[src/cec_params.svh]
// Purpose: constants for the cascaded event counter
// Assumes: 32-bit Avalon-MM word registers, byte addresses
// Notes:   offsets, field positions, reset values
`ifndef CEC_PARAMS_SVH
`define CEC_PARAMS_SVH
`define CEC_ADDR_W        6
`define CEC_OFF_MODE      6'h00
`define CEC_OFF_CLKSEL    6'h04
`define CEC_OFF_OUTCTL    6'h08
`define CEC_OFF_LOCMP     6'h0c
`define CEC_OFF_HICMP     6'h10
`define CEC_OFF_COUNT     6'h14
`define CEC_OFF_STATUS    6'h18
`define CEC_OFF_MASK      6'h1c
`define CEC_MODE_EN_BIT   0
`define CEC_MODE_CAS_BIT  2
`define CEC_OUT_SQ_BIT    4
`define CEC_ST_LO_BIT     0
`define CEC_ST_FULL_BIT   1
`define CEC_MASK_RESET    2'h3
`define CEC_SEL_RISE      4'h0
`define CEC_SEL_FALL      4'h1
`define CEC_SEL_SYS_MIN   4'h6
`define CEC_CLK_NS        100
`endif

[src/cec_pkg.sv]
// Purpose: shared types of the cascaded event counter
// Assumes: cec_params.svh gives the numbers
// Notes:   types only
package cec_pkg;
  typedef struct packed {
    logic       en;
    logic       cascade;
    logic       sq_en;
    logic [3:0] clk_sel;
  } cec_ctrl_s;
  typedef struct packed {
    logic       lo_match;
    logic       full_match;
    logic       lo_wrap;
  } cec_evt_s;
  typedef enum logic [2:0] {
    CEC_IDLE = 3'b001,
    CEC_READ = 3'b010,
    CEC_DONE = 3'b100
  } cec_bus_e;
endpackage

[src/cec_tick.sv]
// Purpose: count pulse generator for the low counter
// Assumes: event input synchronous to mclk
// Notes:   edge select or prescaled system clock
`timescale 1ns/10ps
`include "cec_params.svh"
module cec_tick
  import cec_pkg::*;
#(
  parameter int PRE_W = 12
) (
  // clock and reset
  input  wire logic       mclk,
  input  wire logic       resetn,
  // control
  input  wire logic       run,
  input  wire logic [3:0] sel,
  input  wire logic       event_input,
  // pulse
  output logic            tick
);
  initial begin
    if (PRE_W < 12) $error("prescaler too narrow");
  end
  logic             ev_d;
  logic [PRE_W-1:0] pre;
  logic             rise;
  logic             fall;
  logic [3:0]       tap;

  // ones at bit t and below; a variable part-select is not legal here
  function automatic logic [PRE_W-1:0] low_ones(input logic [3:0] t);
    logic [PRE_W-1:0] m;
    m = '0;
    for (int i = 0; i < PRE_W; i++) begin
      if (i <= int'(t)) m[i] = 1'b1;
    end
    return m;
  endfunction

  always_ff @(posedge mclk or negedge resetn) begin
    if (!resetn) ev_d <= 1'b0;
    else         ev_d <= event_input;
  end
  // prescaler is cleared while stopped, so the first period is a full one
  always_ff @(posedge mclk or negedge resetn) begin
    if (!resetn)   pre <= '0;
    else if (!run) pre <= '0;
    else           pre <= pre + 1'b1;
  end
  assign rise = event_input & ~ev_d;
  assign fall = ~event_input & ev_d;
  assign tap  = sel - `CEC_SEL_SYS_MIN;
  always_comb begin
    tick = 1'b0;
    if (run) begin
      if (sel == `CEC_SEL_RISE)      tick = rise;
      else if (sel == `CEC_SEL_FALL) tick = fall;
      else if (sel >= `CEC_SEL_SYS_MIN)
        tick = (pre & low_ones(tap)) == low_ones(tap);
    end
  end
endmodule

[src/cec_top.sv]
// Function
// - low counter advances on each selected rising or falling event edge
// - high counter advances whenever the low counter wraps in cascade mode
// - both halves equal compares: clear counters, raise full match flag
// - low half match raises low match flag and toggles output flop
// - square output toggles on each full interval when enabled
// - half period is one to 65536 count clock periods
// - first match after start may be up to one count period off
// - compare below count gives no match until wrap and recount
// - cascade bit two of mode control selects 16-bit mode
// - high compare holds upper eight bits, low compare lower eight
// - four-bit field bits 0 to 3 select the count clock
//
// Purpose: two 8-bit counters chained as one 16-bit timer/event counter
// Assumes: Avalon-MM slave, 32-bit data, one clock mclk at 10 MHz
// Notes:   low match output flop is visible on low_toggle_out
`timescale 1ns/10ps
`include "cec_params.svh"
module cec_top
  import cec_pkg::*;
#(
  parameter int CNT_W = 8
) (
  // clock and reset
  input  wire logic                   mclk,
  input  wire logic                   resetn,
  // avalon-mm slave
  input  wire logic [`CEC_ADDR_W-1:0] avs_address,
  input  wire logic                   avs_read,
  input  wire logic                   avs_write,
  input  wire logic [31:0]            avs_writedata,
  input  wire logic [3:0]             avs_byteenable,
  output logic [31:0]                 avs_readdata,
  output logic                        avs_waitrequest,
  // pins
  input  wire logic                   event_input,
  output logic                        square_wave_out,
  output logic                        low_toggle_out,
  // interrupt
  output logic                        irq
);
  initial begin
    if (CNT_W != 8) $error("counter halves must be 8 bits");
  end

  cec_ctrl_s        ctrl;
  logic [CNT_W-1:0] low_compare;
  logic [CNT_W-1:0] high_compare;
  logic [CNT_W-1:0] low_byte_counter;
  logic [CNT_W-1:0] high_byte_counter;
  logic [1:0]       status;
  logic [1:0]       mask;
  cec_bus_e         bus_st;
  cec_evt_s         evt;
  logic             tick;
  logic             run;
  logic             wr;
  logic             lo_eq;
  logic             hi_eq;

  function automatic logic hit(input logic [`CEC_ADDR_W-1:0] off);
    return avs_address == off;
  endfunction

  // writes take effect at once; reads answer two cycles later
  assign wr  = avs_write && avs_byteenable[0];
  assign run = ctrl.en;
  always_comb begin
    avs_waitrequest = 1'b0;
    if (avs_read && bus_st != CEC_DONE) avs_waitrequest = 1'b1;
  end

  always_ff @(posedge mclk or negedge resetn) begin
    if (!resetn) begin
      bus_st <= CEC_IDLE;
    end else begin
      unique case (bus_st)
        CEC_IDLE: if (avs_read) bus_st <= CEC_READ;
        CEC_READ: bus_st <= CEC_DONE;
        CEC_DONE: bus_st <= CEC_IDLE;
        default:  bus_st <= CEC_IDLE;
      endcase
    end
  end

  always_ff @(posedge mclk or negedge resetn) begin
    if (!resetn) begin
      ctrl         <= '0;
      low_compare  <= '0;
      high_compare <= '0;
      mask         <= `CEC_MASK_RESET;
    end else if (wr) begin
      if (hit(`CEC_OFF_MODE)) begin
        ctrl.en      <= avs_writedata[`CEC_MODE_EN_BIT];
        ctrl.cascade <= avs_writedata[`CEC_MODE_CAS_BIT];
      end
      if (hit(`CEC_OFF_CLKSEL)) ctrl.clk_sel <= avs_writedata[3:0];
      if (hit(`CEC_OFF_OUTCTL))
        ctrl.sq_en <= avs_writedata[`CEC_OUT_SQ_BIT];
      if (hit(`CEC_OFF_LOCMP)) low_compare  <= avs_writedata[7:0];
      if (hit(`CEC_OFF_HICMP)) high_compare <= avs_writedata[7:0];
      if (hit(`CEC_OFF_MASK))  mask <= avs_writedata[1:0];
    end
  end

  // read data captured once, so both count halves come from one cycle
  always_ff @(posedge mclk or negedge resetn) begin
    if (!resetn) begin
      avs_readdata <= '0;
    end else if (bus_st == CEC_READ) begin
      avs_readdata <= '0;
      unique case (avs_address)
        `CEC_OFF_MODE: begin
          avs_readdata[`CEC_MODE_EN_BIT]  <= ctrl.en;
          avs_readdata[`CEC_MODE_CAS_BIT] <= ctrl.cascade;
        end
        `CEC_OFF_CLKSEL: avs_readdata[3:0] <= ctrl.clk_sel;
        `CEC_OFF_OUTCTL: avs_readdata[`CEC_OUT_SQ_BIT] <= ctrl.sq_en;
        `CEC_OFF_LOCMP:  avs_readdata[7:0] <= low_compare;
        `CEC_OFF_HICMP:  avs_readdata[7:0] <= high_compare;
        `CEC_OFF_COUNT:
          avs_readdata[15:0] <= {high_byte_counter, low_byte_counter};
        `CEC_OFF_STATUS: avs_readdata[1:0] <= status;
        `CEC_OFF_MASK:   avs_readdata[1:0] <= mask;
        default:         avs_readdata <= '0;
      endcase
    end
  end

  cec_tick #(
    .PRE_W (12)
  ) u_tick (
    .mclk        (mclk),
    .resetn      (resetn),
    .run         (run),
    .sel         (ctrl.clk_sel),
    .event_input (event_input),
    .tick        (tick)
  );

  // equality only, never less-than: a lowered compare waits for a wrap
  assign lo_eq = low_byte_counter == low_compare;
  assign hi_eq = high_byte_counter == high_compare;
  always_comb begin
    evt.lo_wrap    = tick && (low_byte_counter == '1);
    evt.lo_match   = tick && lo_eq;
    evt.full_match = tick && lo_eq && (hi_eq || !ctrl.cascade);
  end

  // low counter; start is not aligned to the count pulse
  // a stop clears both halves, so a restart recounts from zero
  always_ff @(posedge mclk or negedge resetn) begin
    if (!resetn)             low_byte_counter <= '0;
    else if (evt.full_match) low_byte_counter <= '0;
    else if (!ctrl.en)       low_byte_counter <= '0;
    else if (tick)
      low_byte_counter <= low_byte_counter + 1'b1;
  end

  always_ff @(posedge mclk or negedge resetn) begin
    if (!resetn)             high_byte_counter <= '0;
    else if (evt.full_match) high_byte_counter <= '0;
    else if (!ctrl.en)       high_byte_counter <= '0;
    else if (evt.lo_wrap && ctrl.cascade)
      high_byte_counter <= high_byte_counter + 1'b1;
  end

  // sticky flags; a new event wins over a write-one clear
  always_ff @(posedge mclk or negedge resetn) begin
    if (!resetn) begin
      status <= '0;
    end else begin
      if (wr && hit(`CEC_OFF_STATUS)) status <= status & ~avs_writedata[1:0];
      if (evt.lo_match)   status[`CEC_ST_LO_BIT]   <= 1'b1;
      if (evt.full_match) status[`CEC_ST_FULL_BIT] <= 1'b1;
    end
  end
  // mask resets to all ones so neither match flag raises irq
  assign irq = |(status & ~mask);

  always_ff @(posedge mclk or negedge resetn) begin
    if (!resetn)           low_toggle_out <= 1'b0;
    else if (evt.lo_match) low_toggle_out <= ~low_toggle_out;
  end

  // half period = (compare + 1) count periods, 1 to 65536
  always_ff @(posedge mclk or negedge resetn) begin
    if (!resetn) square_wave_out <= 1'b0;
    else if (evt.full_match && ctrl.sq_en)
      square_wave_out <= ~square_wave_out;
  end

  property p_full_clear;
    @(posedge mclk) disable iff (!resetn)
      evt.full_match |=> (low_byte_counter == '0 && high_byte_counter == '0
                          && status[`CEC_ST_FULL_BIT]);
  endproperty
  a_full_clear: assert property (p_full_clear)
    else $error("full match did not clear and flag");

  property p_low_step;
    @(posedge mclk) disable iff (!resetn)
      (tick && !evt.full_match) |=>
        low_byte_counter == $past(low_byte_counter) + 8'h01;
  endproperty
  a_low_step: assert property (p_low_step)
    else $error("low counter did not advance");

  property p_high_step;
    @(posedge mclk) disable iff (!resetn)
      (evt.lo_wrap && ctrl.cascade && !evt.full_match) |=>
        high_byte_counter == $past(high_byte_counter) + 8'h01;
  endproperty
  a_high_step: assert property (p_high_step)
    else $error("high counter missed low wrap");

  property p_high_hold;
    @(posedge mclk) disable iff (!resetn)
      (!evt.lo_wrap && !evt.full_match && ctrl.en)
        |=> $stable(high_byte_counter);
  endproperty
  a_high_hold: assert property (p_high_hold)
    else $error("high counter moved without wrap");

  property p_lo_toggle;
    @(posedge mclk) disable iff (!resetn)
      evt.lo_match |=> (low_toggle_out != $past(low_toggle_out))
                       && status[`CEC_ST_LO_BIT];
  endproperty
  a_lo_toggle: assert property (p_lo_toggle)
    else $error("low match did not toggle");

  property p_sq_toggle;
    @(posedge mclk) disable iff (!resetn)
      (evt.full_match && ctrl.sq_en) |=> $changed(square_wave_out);
  endproperty
  a_sq_toggle: assert property (p_sq_toggle)
    else $error("square output missed toggle");

  property p_sq_hold;
    @(posedge mclk) disable iff (!resetn)
      !(evt.full_match && ctrl.sq_en) |=> $stable(square_wave_out);
  endproperty
  a_sq_hold: assert property (p_sq_hold)
    else $error("square output moved while idle");

  property p_no_early;
    @(posedge mclk) disable iff (!resetn)
      (tick && !lo_eq) |-> !evt.full_match;
  endproperty
  a_no_early: assert property (p_no_early)
    else $error("match without equality");

  property p_stop_clear;
    @(posedge mclk) disable iff (!resetn)
      !ctrl.en |=> (low_byte_counter == '0 && high_byte_counter == '0);
  endproperty
  a_stop_clear: assert property (p_stop_clear)
    else $error("stopped counter not cleared");

  property p_status_sticky;
    @(posedge mclk) disable iff (!resetn)
      (status[`CEC_ST_LO_BIT]
       && !(wr && hit(`CEC_OFF_STATUS) && avs_writedata[`CEC_ST_LO_BIT]))
        |=> status[`CEC_ST_LO_BIT];
  endproperty
  a_status_sticky: assert property (p_status_sticky)
    else $error("low match flag lost without clear");

  // system ticks come at most every other cycle
  property p_sys_gap;
    @(posedge mclk) disable iff (!resetn)
      (tick && ctrl.clk_sel >= `CEC_SEL_SYS_MIN) |=>
        (!tick || $changed(ctrl.clk_sel));
  endproperty
  a_sys_gap: assert property (p_sys_gap)
    else $error("system tick faster than half rate");

  property p_zero_cmp;
    @(posedge mclk) disable iff (!resetn)
      (tick && low_compare == 8'h00 && high_compare == 8'h00
       && low_byte_counter == 8'h00 && high_byte_counter == 8'h00)
        |-> evt.full_match;
  endproperty
  a_zero_cmp: assert property (p_zero_cmp)
    else $error("zero compare missed match");

  property p_read_lat;
    @(posedge mclk) disable iff (!resetn)
      (avs_read && bus_st == CEC_IDLE) |-> avs_waitrequest ##2 !avs_waitrequest;
  endproperty
  a_read_lat: assert property (p_read_lat)
    else $error("read answer latency wrong");

  c_full: cover property (@(posedge mclk) disable iff (!resetn)
    evt.full_match && ctrl.cascade);
  c_wrap: cover property (@(posedge mclk) disable iff (!resetn)
    evt.lo_wrap && ctrl.cascade);
  c_sq: cover property (@(posedge mclk) disable iff (!resetn)
    evt.full_match && ctrl.sq_en);
  c_irq: cover property (@(posedge mclk) disable iff (!resetn) $rose(irq));
  c_sys: cover property (@(posedge mclk) disable iff (!resetn)
    tick && ctrl.clk_sel >= `CEC_SEL_SYS_MIN);
endmodule

[config.mk]
export PLATFORM = sky130hd
export DESIGN_NAME = cec_top
export DESIGN_NICKNAME = d
export VERILOG_FILES = /design/src/cec_pkg.sv /design/src/cec_tick.sv /design/src/cec_top.sv
export VERILOG_INCLUDE_DIRS = /design/src
export SDC_FILE = /design/constraint.sdc
export NUM_CORES = 1
export LEC_CHECK = 0
export ABC_CLOCK_PERIOD_IN_PS = 7550
export BUFFER_PORTS_ARGS = -buffer_cell sky130_fd_sc_hd__buf_4
export CAP_MARGIN = 20
export CORE_MARGIN = 2
export CORE_UTILIZATION = 50
export DETAILED_ROUTE_END_ITERATION = 7
export PLACE_DENSITY = 0.74
export SYNTH_ARGS = -nofsm -noshare
export SYNTH_HDL_FRONTEND = slang
export SYNTH_SLANG_ARGS = --single-unit
[constraint.sdc]
create_clock -name mclk -period 7.55 [get_ports mclk]
set_input_delay 1.1325 -clock mclk [delete_from_list [all_inputs] [get_ports mclk]]
set_output_delay 1.1325 -clock mclk [all_outputs]
set_load 0.1 [all_outputs]
# ---- Yosys cells after proc, flatten, opt, wreduce, memory -nomap -nowiden
# Cells that the tools add are included.
dict set report totals {
  ram_bits 0
  regBits 77
  out_inout_bits 36
  in_bits 47
  rom_bits 0
  word_cells 166
  mem_count 0
  latchBits 0
}
dict set report op_classes {
  div_mod_pow 0
  eq_ne 18
  n_mux 83
  reduce_logical 21
  multipliers 0
  n_addsub 4
  n_shift 0
  bitwise 11
  order_cmp 12
}
# op n
set ops {}
lappend ops {{two-way mux 1 bit} 66}
lappend ops {{two-way mux 8 bit} 7}
lappend ops {{== test 6 x 5 -> 1 bit (second input constant)} 4}
lappend ops {{adder 8 x 1 -> 8 bit (second input constant)} 2}
lappend ops {{== test 8 bit} 2}
lappend ops {{<= comparator 3 x 4 -> 1 bit (first input constant)} 4}
lappend ops {{<= comparator 4 bit (first input constant)} 4}
lappend ops {{adder 12 x 1 -> 12 bit (second input constant)} 1}
lappend ops {{bitwise AND 12 bit} 1}
lappend ops {{== test 12 bit} 1}
lappend ops {{== test 6 x 4 -> 1 bit (second input constant)} 2}
lappend ops {{two-way mux 12 bit} 1}
lappend ops {{AND reduction 2 bit} 6}
lappend ops {{one-hot mux 3 bit (3 select lines)} 1}
lappend ops {{== test 8 bit (second input constant)} 1}
lappend ops {{<= comparator 2 x 4 -> 1 bit (first input constant)} 2}
lappend ops {{logical AND 1 bit} 8}
lappend ops {{one-hot mux 1 bit (4 select lines)} 2}
lappend ops {{one-hot mux 1 bit (7 select lines)} 1}
lappend ops {{== test 6 x 3 -> 1 bit (second input constant)} 1}
lappend ops {{logical NOT 6 bit} 1}
lappend ops {{!= test 3 x 1 -> 1 bit (second input constant)} 2}
lappend ops {{one-hot mux 1 bit (6 select lines)} 1}
lappend ops {{one-hot mux 3 bit (2 select lines)} 1}
lappend ops {{other kinds (20)} 27}

# ---- Depth between registers and ports, before layout
# Gate-level depths: netlist (run 1).
dict set report logic_depth {
  word_depth 18
  mapped_depth 11
  mapped_depth_nobuf 9
}

# ---- By module
# From an unflattened synthesis (run 1), not the netlist that was laid out.
dict set report hier_totals {
  hier_cells 387
  hier_area_um2 4156.5
}
# module area_per_inst_um2 n_inst cells_per_inst seq_area_each_um2
set by_module_without_submodules {}
lappend by_module_without_submodules {cec_top 3330.7 1 296 1605.3}
lappend by_module_without_submodules {cec_tick 825.8 1 91 325.3}

# ---- Worst setup path after synthesis (run 1)
# No wires, ideal clock.
dict set report synth_path {
  path_type {input to output}
  startpoint {in avs_read}
  endpoint {out avs_waitrequest}
  t_arrival_ps 3322
  t_required_ps 6418
  n_path_buf 0
  slack_ps 3096
  path_stages 1
  cell_sequence {a21boi_0}
}
dict set report synth_between {
  elab_chain_len 2
}
# item line_no
set synth_rtl {}
lappend synth_rtl {{start: declaration} cec_top.sv:29} ;# input wire logic avs_read,
lappend synth_rtl {{logical AND 1 bit} cec_top.sv:70} ;# if (avs_read && bus_st != CEC_DONE) avs_waitrequest = 1'b1;
lappend synth_rtl {{two-way mux 1 bit} cec_top.sv:70}
lappend synth_rtl {{end: declaration} cec_top.sv:34} ;# output logic avs_waitrequest,
# Every way passes these cells.

# ---- Worst setup path in the final report (run 1)
dict set report layout_path {
  startpoint {reg ctrl[1] (netlist name)}
  endpoint {reg low_byte_counter[2]}
}
dict set report layout_between {
  elab_chain_len 16
  elab_cells_between_ends 80
  cone_classes {add/sub: 1; order compare: 12; eq/ne: 3; mux: 60; bitwise: 1; reduce/logical: 3}
}
# item line_no
set layout_rtl {}
lappend layout_rtl {{start: declaration} cec_top.sv:46} ;# cec_ctrl_s ctrl;
lappend layout_rtl {{subtractor 4 x 3 -> 4 bit (no source line)} --}
lappend layout_rtl {{<= comparator 1 x 4 -> 1 bit, or another cell as far along} cec_tick.sv:35} ;# if (i <= int'(t)) m[i] = 1'b1;
lappend layout_rtl {{two-way mux 1 bit} cec_tick.sv:35}
lappend layout_rtl {{two-way mux 1 bit} cec_tick.sv:58} ;# else if (sel >= `CEC_SEL_SYS_MIN)
lappend layout_rtl {{two-way mux 1 bit} cec_tick.sv:57} ;# else if (sel == `CEC_SEL_FALL) tick = fall;
lappend layout_rtl {{two-way mux 1 bit} cec_tick.sv:56} ;# if (sel == `CEC_SEL_RISE) tick = rise;
lappend layout_rtl {{two-way mux 1 bit} cec_tick.sv:55} ;# if (run) begin
lappend layout_rtl {{bitwise AND 12 bit} cec_tick.sv:59} ;# tick = (pre & low_ones(tap)) == low_ones(tap);
lappend layout_rtl {{== test 12 bit} cec_tick.sv:59}
lappend layout_rtl {{two-way mux 1 bit} cec_tick.sv:58}
lappend layout_rtl {{two-way mux 1 bit} cec_tick.sv:57}
lappend layout_rtl {{two-way mux 1 bit (*)} cec_tick.sv:56}
lappend layout_rtl {{two-way mux 1 bit (*)} cec_tick.sv:55}
lappend layout_rtl {{logical AND 1 bit (2 in series)} cec_top.sv:147} ;# evt.full_match = tick && lo_eq && (hi_eq || !ctrl.cascade);
lappend layout_rtl {{!= test 3 x 1 -> 1 bit (no source line) or two-way mux 8 bit (tied branches)} --}
lappend layout_rtl {{end signal: assignment} cec_top.sv:157} ;# low_byte_counter <= low_byte_counter + 1'b1;
lappend layout_rtl {{end: declaration} cec_top.sv:49} ;# logic [CNT_W-1:0] low_byte_counter;
# Mark *: on every way between the ends. The rest lies on a longest branch, timed or not. The select of a mux whose other input is x is not followed.
# A chain may end at the register's enable or synchronous reset.

==> results.md, run 1 <==
* RD Place Congestion at 0.887
* Clk sink count at 77
* Required @ worst endpoint at 7.78 ns
* Post-Syn Area at 0.00414 mm²
* Final TNS setup at 0 ns
* Initial Util at 50.9%
* Compound-cell area share of the yosys netlist at 12.1%
* CTS buffer count at 9
* FF-to-FF Start: ctrl[1]
* Worst-Skew Late Latency at 0.35 ns
* CTS tree: yes
* Post-Route WL at 9100 µm
* Worst path max stage delay at 0.74 ns
* GR Overflow Total at 0
* Clock power frac at 26.8%
* R2R Setup Slk at 3.50 ns
* Hold Slack at 0.474 ns
* Leading cell type in the layout, fill and taps excluded: dfrtp_1
* # DRC at 0
* Final worst path period share at 53.6%
* Final core utilization at 57.7%
* Ports at 83
* Flop pwr share at 35.8%
* Vias in the first global route at 3091
* Dpl hpwl at 6290 µm
* Adder-cell share of the synthesized area at 2.36%
* Slew Viols, Final at 0
* Largest net degree at the start of global routing at 78
* Leak at 0.00208 µW
* Crit path max-delay cell type: o21ai_0
* Die Wd at 95.0 µm
* CP most frequent cell: nor2_1
* ANT nets after route at 0
* Worst setup startpoint: ctrl[1]
* Worst reg2reg path depth at 10
* Met2 Use GR at 34.8%
* Worst Hold Launch: square_wave_out
* Placeable Area at 0.00813 mm²
* Antenna cell count at 0
* Register bit total from synthesis at 77
* Grt peak-use layer: met2
* Slew @ Worst Pin at 0.972 ns
* Final-report hold violation count at 0
* M3 GR Usage at 3.79%
* Per-cell routed wire length at 16.1 µm
* Worst setup endpoint: low_byte_counter[2]
* R2R Path End: low_byte_counter[2]
* Critical path startpoint category: flip-flop
* Total number of vias at 3142
* Worst-path clk slew at 0.08 ns
* WP depth at 10
* FMAX at 247 MHz
* Number of H-tree levels at 3
* Max FO, Critical Path at 11
* Status: finished, final reports clean
* Die area at 0.00903 mm²
* Worst hold path class: reg2reg
* Switch Pwr at 641 µW
* Post-Synth XOR/XNOR Area at 7.97%
* Met1 Use GR at 28.4%
* Synth async-reset ratio at 100%
* Post-synth top area share at 44.7%
* Gate power share at 37.4%
* CP bufs+invs at 2
* Arr. time, crit path at 4.28 ns
* RSZ-0062 raised after global routing: false
* First DRT Iteration DRCs at 196
* Leading area contributor after synthesis: dfrtp_1
* Worst slew margin at 35.2%
* Fraction of layout cells with a size suffix above 1 at 19.5%
* CP cell instances: inv_1 -> ha_1 -> and3b_1 -> a221oi_1 -> or4_1 -> a211oi_2 -> nor2_1 -> o21ai_0 -> buf_4 -> nor2_1
* Cts hold-fix bufs at 0
* Final setup skew at 0.0165 ns
* Vias/cell at 5.54
* Most used DFF post-synth: dfrtp_1
* Synth unique cells at 58
* Pint at 808 µW
* Max cap viols at 0
* Top cells by area, synth: dfrtp_1 (45%), mux2_2 (5.7%), xnor2_1 (4.9%)
* Synth Instances at 424
* Yosys Warn Count at 0
* Nets at 511
* Mux cell area share after synthesis at 7.94%
* CP delay by family, top: compound AO/OA/AOI/OAI gates
* Number of synthesized flops with an enable pin at 0
* First-pass GRT wire length at 14900 µm
* GRT Util Overall at 21.6%
* Drt pass-1 iters at 4
* Initial antenna violation count at 0
* Post-CTS Setup Inserts at 0
* Layout overhead on the synthesized area at 13.3%
* Largest family of logic cells by synthesized area: simple AND/OR/NAND/NOR gates
* Crit path time final at 4.05 ns
* Register area share after synthesis at 46.6%
* Simple-gate share of the synthesized area at 17.1%
* Chip height at 95.0 µm
* FP Rows at 33
* Setup violations, final at 0
* CTS Root Cell: clkbuf_8
* Peak supply drop at 0.162 mV
* PortBufs at 39
* CP endpoint kind: flip-flop
* Sw Ratio at 44.3%
* CTS resizes at 0
* Maximum buffer depth of the clock tree at 2
* WS Path Type: reg2reg
* Syn Area/Cell at 9.77 µm²
* Commonest non-fill, non-tap cells in the layout: dfrtp_1 (74), nand2_1 (52), buf_4 (41)
* PD cells at 309 mW/mm²
-- logic make-up after synthesis --
| family | count (synthesis) |
|---|---|
| compound gates | 81 |
| xor+xnor | 36 |
| fa+ha+maj | 8 |
| buf+inv | 48 |
| flops | 77 |
| mux | 29 |
| other cells | 1 |
| simple gates | 144 |
-- cell type report --
| cell class | instances | area (µm²) |
|---|---|---|
| inverters | 14 | 52.6 |
| repair buffers | 41 | 308 |
| clock buffers | 10 | 128 |
| clock inverters | 6 | 119 |
| well taps | 105 | 131 |
| flip-flops and latches | 77 | 1930 |
| multi-input cells | 314 | 2020 |
| fillers | 684 | 3440 |
-- metal layers --
layer / routed length [µm] / share of wire (%)
met5: 0 / 0
met4: 196 / 2.2
met3: 324 / 3.6
met2: 4460 / 49
met1: 4120 / 45
-- Yosys cell counts, types with 3 or more instances --
library cell,n
o2111ai_1,6
nand4_1,5
clkbuf_1,15
nand2_1,52
inv_1,13
mux2_2,21
or3_1,7
ha_1,7
nor2_1,28
nand3_1,13
o21ai_0,38
xor2_1,11
a21oi_1,12
and3_1,5
a21boi_0,5
dfstp_2,3
dfrtp_1,74
mux2i_1,7
nor2b_1,3
and2_1,11
xnor2_1,23
buf_4,17
a22oi_1,3
-- worst register-to-register path: cells and delay by family, from the launching register on --
family	cells	cell delay, ns
buf+inv	2	0.46
compound gates	3	1.46
flops	1	0.56
simple gates	4	1.04
fa+ha+maj	1	0.42
-- sequential cells by signal (all words and copies together) (netlist names) --
name               flops
bus_st                 3
avs_readdata          16
low_compare            8
low_byte_counter       8
run                    1
low_toggle_out         1
mask                   2
status                 2
high_byte_counter      8
u_tick.ev_d            1
high_compare           8
u_tick.pre            12
ctrl                   6
square_wave_out        1
-- power by group through the flow --
stage	clock, µW	sequential (µW)	combinational, µW
2_1_floorplan	0	800	156
5_1_grt	412	526	572
3_3_place_gp	0	521	536
6_report	388	519	542
3_5_place_dp	0	527	542
4_1_cts	392	519	545
-- worst min path at each step --
| stage | to | slack, ns | cells after the start |
|---|---|---|---|
| after detailed placement | square_wave_out | 0.47 | 1 |
| after floorplan | bus_st[1] | 0.43 | 1 |
| after CTS | square_wave_out | 0.48 | 1 |
| after global routing | bus_st[1] | 0.51 | 1 |
| after global placement | bus_st[1] | 0.44 | 1 |
| final | square_wave_out | 0.47 | 1 |
-- stage by stage --
step           setup slack (ns)  cell area, µm²  cells  power [µW]
3_5_place_dp               3.57            4450    551        1070
6_report                   3.50            4690    567        1450
5_1_grt                    3.15            4690    567        1510
4_1_cts                    3.54            4690    567        1460
2_1_floorplan              3.10            4200    439         956
3_3_place_gp               3.66            4450    551        1060
No activity file was read; power rests on OpenSTA's default activity.
==> run 2: changes to the inputs <==
--- a/config.mk
+++ b/config.mk
@@ -6,7 +6,7 @@
 export SDC_FILE = /design/constraint.sdc
 export NUM_CORES = 1
 export LEC_CHECK = 0
-export ABC_CLOCK_PERIOD_IN_PS = 7550
+export ABC_CLOCK_PERIOD_IN_PS = 4000
 export BUFFER_PORTS_ARGS = -buffer_cell sky130_fd_sc_hd__buf_4
 export CAP_MARGIN = 20
 export CORE_MARGIN = 2
==> constraint.sdc (replaced) <==
create_clock -name mclk -period 4 [get_ports mclk]
set_input_delay 0.6 -clock mclk [delete_from_list [all_inputs] [get_ports mclk]]
set_output_delay 0.6 -clock mclk [all_outputs]
set_load 0.1 [all_outputs]
==> run 2 against run 1 <==
  * Wire length down 2.7%
  * Register-to-register slack worse by 2.9 ns
  * First-iteration DRC count is 23% lower
  * Critical path type unchanged
  * Largest power group unchanged
==> results.md, run 2 (synthesis results as in run 1) <==
* Largest register by flop count: avs_readdata
* Dpl hpwl at 6280 µm (-0.19%)
* Hold Slack at 0.366 ns (-0.108 ns)
* Leading cell type in the layout, fill and taps excluded: dfrtp_1
* FMAX at 298 MHz (+21%)
* Final instance area at 0.00465 mm² (-0.85%)
* CP endpoint kind: flip-flop
* Setup violations, final at 0 (unchanged)
* Pint at 1400 µW (+73%)
* Per-cell routed wire length at 15.6 µm (-2.9%)
* Largest net degree at the start of global routing at 78 (unchanged)
* Post-Route WL at 8860 µm (-2.7%)
* CP most frequent cell: buf_4
* Cts hold-fix bufs at 0 (unchanged)
* Clock power frac at 23.2% (-3.6 points)
* CTS Root Cell: clkbuf_8
* Status: finished, final reports clean
* Maximum buffer depth of the clock tree at 2 (unchanged)
* Layout overhead on the synthesized area at 12.3%
* Vias/cell at 5.53 (-0.27%)
* Chip height at 95.0 µm (unchanged)
* Total number of vias at 3139 (-0.095%)
* PD cells at 558 mW/mm² (+81%)
* Area after DPL at 0.00445 mm² (+0.17%)
* Commonest non-fill, non-tap cells in the layout: dfrtp_1 (74), nand2_1 (52), buf_4 (42)
* Worst-path clk slew at 0.09 ns (about the same)
* Placeable Area at 0.00813 mm² (unchanged)
* Worst-Skew Late Latency at 0.36 ns (about the same)
* Final setup skew at 0.0137 ns (-0.00283 ns)
* RSZ-0062 raised after global routing: false
* Ports at 83 (unchanged)
* Die Wd at 95.0 µm (unchanged)
* Crit path time final at 3.36 ns (-0.690 ns)
* Vias in the first global route at 3061 (-0.97%)
* Critical path startpoint category: flip-flop
* ANT nets after route at 0 (unchanged)
* GRT Util Overall at 21.5% (-0.16 points)
* Worst slew margin at 36.5% (+1.3 points)
* First DRT Iteration DRCs at 150 (-23%)
* Worst hold path class: in2async
* Total Power at 2600 µW (+79%)
* Flop pwr share at 37.5% (+1.7 points)
* CTS buffer count at 9 (unchanged)
* Peak supply drop at 0.297 mV (+83%)
* # DRC at 0 (unchanged)
* Switch Pwr at 1200 µW (+87%)
* First-pass GRT wire length at 14900 µm (about the same)
* Leak at 0.00205 µW (-1.2%)
* Final-report hold violation count at 0 (unchanged)
* Max cap viols at 0 (unchanged)
* Drt pass-1 iters at 5 (+1)
* Nets at 512 (+0.20%)
* Post-CTS Setup Inserts at 0 (unchanged)
* Final worst path period share at 83.9% (+30 points)
* Die area at 0.00903 mm² (unchanged)
* CTS tree: yes
* Worst path max stage delay at 0.56 ns (-0.18 ns)
* Slew @ Worst Pin at 0.952 ns (-0.0198 ns)
* Slew Viols, Final at 0 (unchanged)
* FP Rows at 33 (unchanged)
* PortBufs at 39 (unchanged)
* Antenna cell count at 0 (unchanged)
* Arr. time, crit path at 3.59 ns (-0.69 ns)
* Final TNS setup at 0 ns (unchanged)
* Initial antenna violation count at 0 (unchanged)
* Required @ worst endpoint at 4.24 ns (-3.54 ns)
* Max FFs per register at 16 (unchanged)
* Number of H-tree levels at 3 (unchanged)
* GR Overflow Total at 0 (unchanged)
* CTS resizes at 0 (unchanged)
* Max FO, Critical Path at 11 (unchanged)
* Initial Util at 50.9% (unchanged)
* WS Path Type: reg2reg
* Clk sink count at 77 (unchanged)
* RD Place Congestion at 0.882 (-0.66%)
* Sw Ratio at 46.3% (+2.0 points)
* CP cell instances: inv_1 -> ha_1 -> and3b_1 -> a221oi_1 -> or4_1 -> a211oi_2 -> buf_4 -> nor2_1 -> o21ai_0 -> buf_4 -> a21oi_1
* Fraction of layout cells with a size suffix above 1 at 19.7% (+0.17 points)
* Gate power share at 39.3% (+1.9 points)
* Largest regs: avs_readdata x16, u_tick.pre x12
* Crit path max-delay cell type: dfrtp_1
-- run 2: stage by stage --
step | util (%) | cells | setup slack (ns)
floorplan | - | 439 | 0.611
global placement | 54.7 | 552 | 0.696
detailed placement | 54.7 | 552 | 0.655
CTS | 57.2 | 568 | 0.611
global route | 57.2 | 568 | 0.356
finish | 57.2 | 568 | 0.644
-- run 2: final timing paths --
path                             startpoint                    to  slack [ns]  cells past startpoint
min in group mclk               event_input           u_tick.ev_d        0.37                      1
worst max register to register      ctrl[1]  high_byte_counter[1]        0.64                     11
worst max-delay path                ctrl[1]  high_byte_counter[1]        0.64                     11
max in group asynchronous            resetn   low_byte_counter[3]        2.99                      1
worst min-delay path                 resetn             bus_st[1]        0.37                      1
worst min register to register    bus_st[1]             bus_st[1]        0.48                      1
-- run 2: layer usage --
metal	wire (µm)	share of wire, %	global-route usage [%]
met1	3910	44	28.1
met2	4430	50	35.3
met3	411	4.6	4.51
met4	106	1.2	7.97
met5	0	0	0
-- run 2: cell type report --
class                           instances  area, µm²
Fill cell                             690       3480
Multi-Input combinational cell        314       2020
Sequential cell                        77       1930
Timing Repair Buffer                   42        315
Tap cell                              105        131
Clock buffer                           10        128
Clock inverter                          6       71.3
Inverter                               14       52.6
-- run 2: critical path: cells and delay by family, from the launching register on --
| family | cells | cell delay (ns) |
|---|---|---|
| AND/OR/NAND/NOR | 3 | 0.81 |
| buffers and inverters | 3 | 0.66 |
| flip-flops | 1 | 0.56 |
| AO/OA/AOI/OAI | 4 | 0.78 |
| adder cells (fa/ha/maj) | 1 | 0.41 |
-- run 2: power groups by stage --
stage          registers, µW  logic [µW]  clock network [µW]
2_1_floorplan           1510         294                   0
3_3_place_gp             984        1010                   0
3_5_place_dp             991        1020                   0
4_1_cts                  975        1030                 611
5_1_grt                  990        1070                 646
6_report                 973        1020                 603
==> run 3: changes to the inputs <==
--- a/config.mk
+++ b/config.mk
@@ -6,7 +6,7 @@
 export SDC_FILE = /design/constraint.sdc
 export NUM_CORES = 1
 export LEC_CHECK = 0
-export ABC_CLOCK_PERIOD_IN_PS = 4000
+export ABC_CLOCK_PERIOD_IN_PS = 3100
 export BUFFER_PORTS_ARGS = -buffer_cell sky130_fd_sc_hd__buf_4
 export CAP_MARGIN = 20
 export CORE_MARGIN = 2
==> constraint.sdc (replaced) <==
create_clock -name mclk -period 3.1 [get_ports mclk]
set_input_delay 0.465 -clock mclk [delete_from_list [all_inputs] [get_ports mclk]]
set_output_delay 0.465 -clock mclk [all_outputs]
set_load 0.1 [all_outputs]
==> run 3 against run 2 <==
  * Setup slack got worse by 0.45 ns
  * Non-clock buffer count is 6 higher
  * First-iteration DRC count decreased by 9.3%
  * Clock-buffer cell count is the same
  * Fmax increased by 15%
  * Via count is 1.0% higher
  * Clock power increased by 32%
  * Critical path type unchanged
==> results.md, run 3 (synthesis results as in run 1) <==
* Final instance area at 0.00471 mm² (+1.2%)
* Required @ worst endpoint at 3.34 ns (-0.90 ns)
* Worst slew margin at 37.6% (+1.1 points)
* Final-report hold violation count at 0 (unchanged)
* Area after DPL at 0.00450 mm² (+1.0%)
* Critical path startpoint category: flip-flop
* Vias/cell at 5.52 (about the same)
* Worst-path clk slew at 0.08 ns (about the same)
* PortBufs at 39 (unchanged)
* Fraction of layout cells with a size suffix above 1 at 20.9% (+1.2 points)
* Dpl hpwl at 6360 µm (+1.3%)
* Post-Route WL at 8960 µm (+1.1%)
* WS Path Type: reg2reg
* CTS resizes at 0 (unchanged)
* Crit path time final at 2.91 ns (-0.447 ns)
* Largest register by flop count: avs_readdata
* Final worst path period share at 93.8% (+9.9 points)
* CP cell instances: ha_1 -> and3b_1 -> a221oi_1 -> or4_1 -> a211oi_2 -> buf_4 -> or2_2 -> mux2_2 -> and2_1
* GRT Util Overall at 21.1% (-0.36 points)
* Post-Route M1 WL at 3950 µm (+1.1%)
* Number of H-tree levels at 3 (unchanged)
* Max cap viols at 0 (unchanged)
* CTS Root Cell: clkbuf_8
* Setup ws final at 0.191 ns (-0.453 ns)
* Commonest non-fill, non-tap cells in the layout: dfrtp_1 (74), nand2_1 (52), buf_4 (48)
* Crit path max-delay cell type: or4_1
* CTS tree: yes
* Status: finished, final reports clean
* Met2 routed WL at 4330 µm (-2.2%)
* Vias in the first global route at 2986 (-2.5%)
* Total number of vias at 3171 (+1.0%)
* Max FO, Critical Path at 10 (-1)
* Chip height at 95.0 µm (unchanged)
* Hold path depth at 1
* Per-cell routed wire length at 15.6 µm (about the same)
* Die area at 0.00903 mm² (unchanged)
* Slew @ Worst Pin at 0.935 ns (-0.0170 ns)
* Drt pass-1 iters at 4 (-1)
* Maximum buffer depth of the clock tree at 2 (unchanged)
* Peak supply drop at 0.313 mV (+5.4%)
* Leak at 0.00209 µW (+1.9%)
* First-pass GRT wire length at 14600 µm (-2.3%)
* Arr. time, crit path at 3.15 ns (-0.44 ns)
* PD cells at 717 mW/mm² (+28%)
* Initial Util at 50.9% (unchanged)
* Post-CTS Setup Inserts at 0 (unchanged)
* Layout overhead on the synthesized area at 13.7%
* Final TNS setup at 0 ns (unchanged)
* Final setup skew at 0.0132 ns (-0.000476 ns)
* ANT nets after route at 0 (unchanged)
* Cts hold-fix bufs at 0 (unchanged)
* RD Place Congestion at 0.902 (+2.3%)
* Largest net degree at the start of global routing at 78 (unchanged)
* Worst-Skew Late Latency at 0.36 ns (about the same)
* Setup WS pre-CTS at 0.217 ns (-0.438 ns)
* Max FFs per register at 16 (unchanged)
* Worst reg2reg path depth at 9 (-2)
* Leading cell type in the layout, fill and taps excluded: dfrtp_1
* Initial antenna violation count at 0 (unchanged)
* Worst path max stage delay at 0.51 ns (-0.05 ns)
* Slew Viols, Final at 0 (unchanged)
* GR Overflow Total at 0 (unchanged)
* Die Wd at 95.0 µm (unchanged)
* RSZ-0062 raised after global routing: false
* CP endpoint kind: flip-flop
* # DRC at 0 (unchanged)
* FMAX at 344 MHz (+15%)
* WP depth at 9 (-2)
* CP bufs+invs at 1 (-2)
* CP delay by family, top: simple AND/OR/NAND/NOR gates
* Largest regs: avs_readdata x16, u_tick.pre x12
* Clk sink count at 77 (unchanged)
* Antenna cell count at 0 (unchanged)
* Max layer used: met4
* Placeable Area at 0.00813 mm² (unchanged)
* Worst hold path class: in2reg
* Setup violations, final at 0 (unchanged)
* FP Rows at 33 (unchanged)
* Ports at 83 (unchanged)
* Nets at 518 (+1.2%)
* Metal3 WL at 439 µm (+6.8%)
* First DRT Iteration DRCs at 136 (-9.3%)
* CTS buffer count at 9 (unchanged)
run 3: final cells by class:
type / count / area [µm²]
multi-input cells: 314 / 2020
repair buffers: 48 / 360
flip-flops and latches: 77 / 1930
fillers: 710 / 3430
well taps: 105 / 131
inverters: 14 / 52.6
clock buffers: 10 / 138
clock inverters: 6 / 72.6
run 3: through the flow:
step / total power (µW) / util (%) / hold slack, ns / cells
global route: 3510 / 57.9 / 0.225 / 574
floorplan: 2330 / - / 0.169 / 439
detailed placement: 2600 / 55.3 / 0.462 / 558
global placement: 2580 / 55.3 / 0.453 / 558
CTS: 3400 / 57.9 / 0.220 / 574
finish: 3370 / 57.9 / 0.228 / 574
run 3: path summary, 6_finish.rpt:
| kind | endpoint | from | slack (ns) |
|---|---|---|---|
| min in group asynchronous | bus_st[1] | resetn | 0.24 |
| worst max register to register | low_byte_counter[0] | ctrl[2] | 0.19 |
| worst min register to register | bus_st[1] | bus_st[1] | 0.48 |
| worst min-delay path | u_tick.ev_d | event_input | 0.23 |
| worst max-delay path | low_byte_counter[0] | ctrl[2] | 0.19 |
| max in group asynchronous | u_tick.pre[3] | resetn | 2.26 |
run 3: worst register-to-register path, cell delays in order, from the launching register on:
cell,delay (ns)
dfrtp_1,0.48
ha_1,0.43
and3b_1,0.18
a221oi_1,0.04
or4_1,0.51
a211oi_2,0.28
buf_4,0.22
or2_2,0.18
mux2_2,0.33
and2_1,0.15
run 3: metal layers:
metal / track usage (%) / vias to the layer above
met4: 9.30 / 0
met2: 35.0 / 103
met5: 0 / -
met1: 27.4 / 1532
met3: 3.40 / 19
li1: - / 1517
run 3: power breakdown:
group          internal (µW)  leakage [µW]  switching, µW  total [µW]
logic                    276      0.000959           1050        1330
registers               1150       0.00103           99.0        1250
clock network            399      0.000103            396         795
total                   1830       0.00209           1550        3370
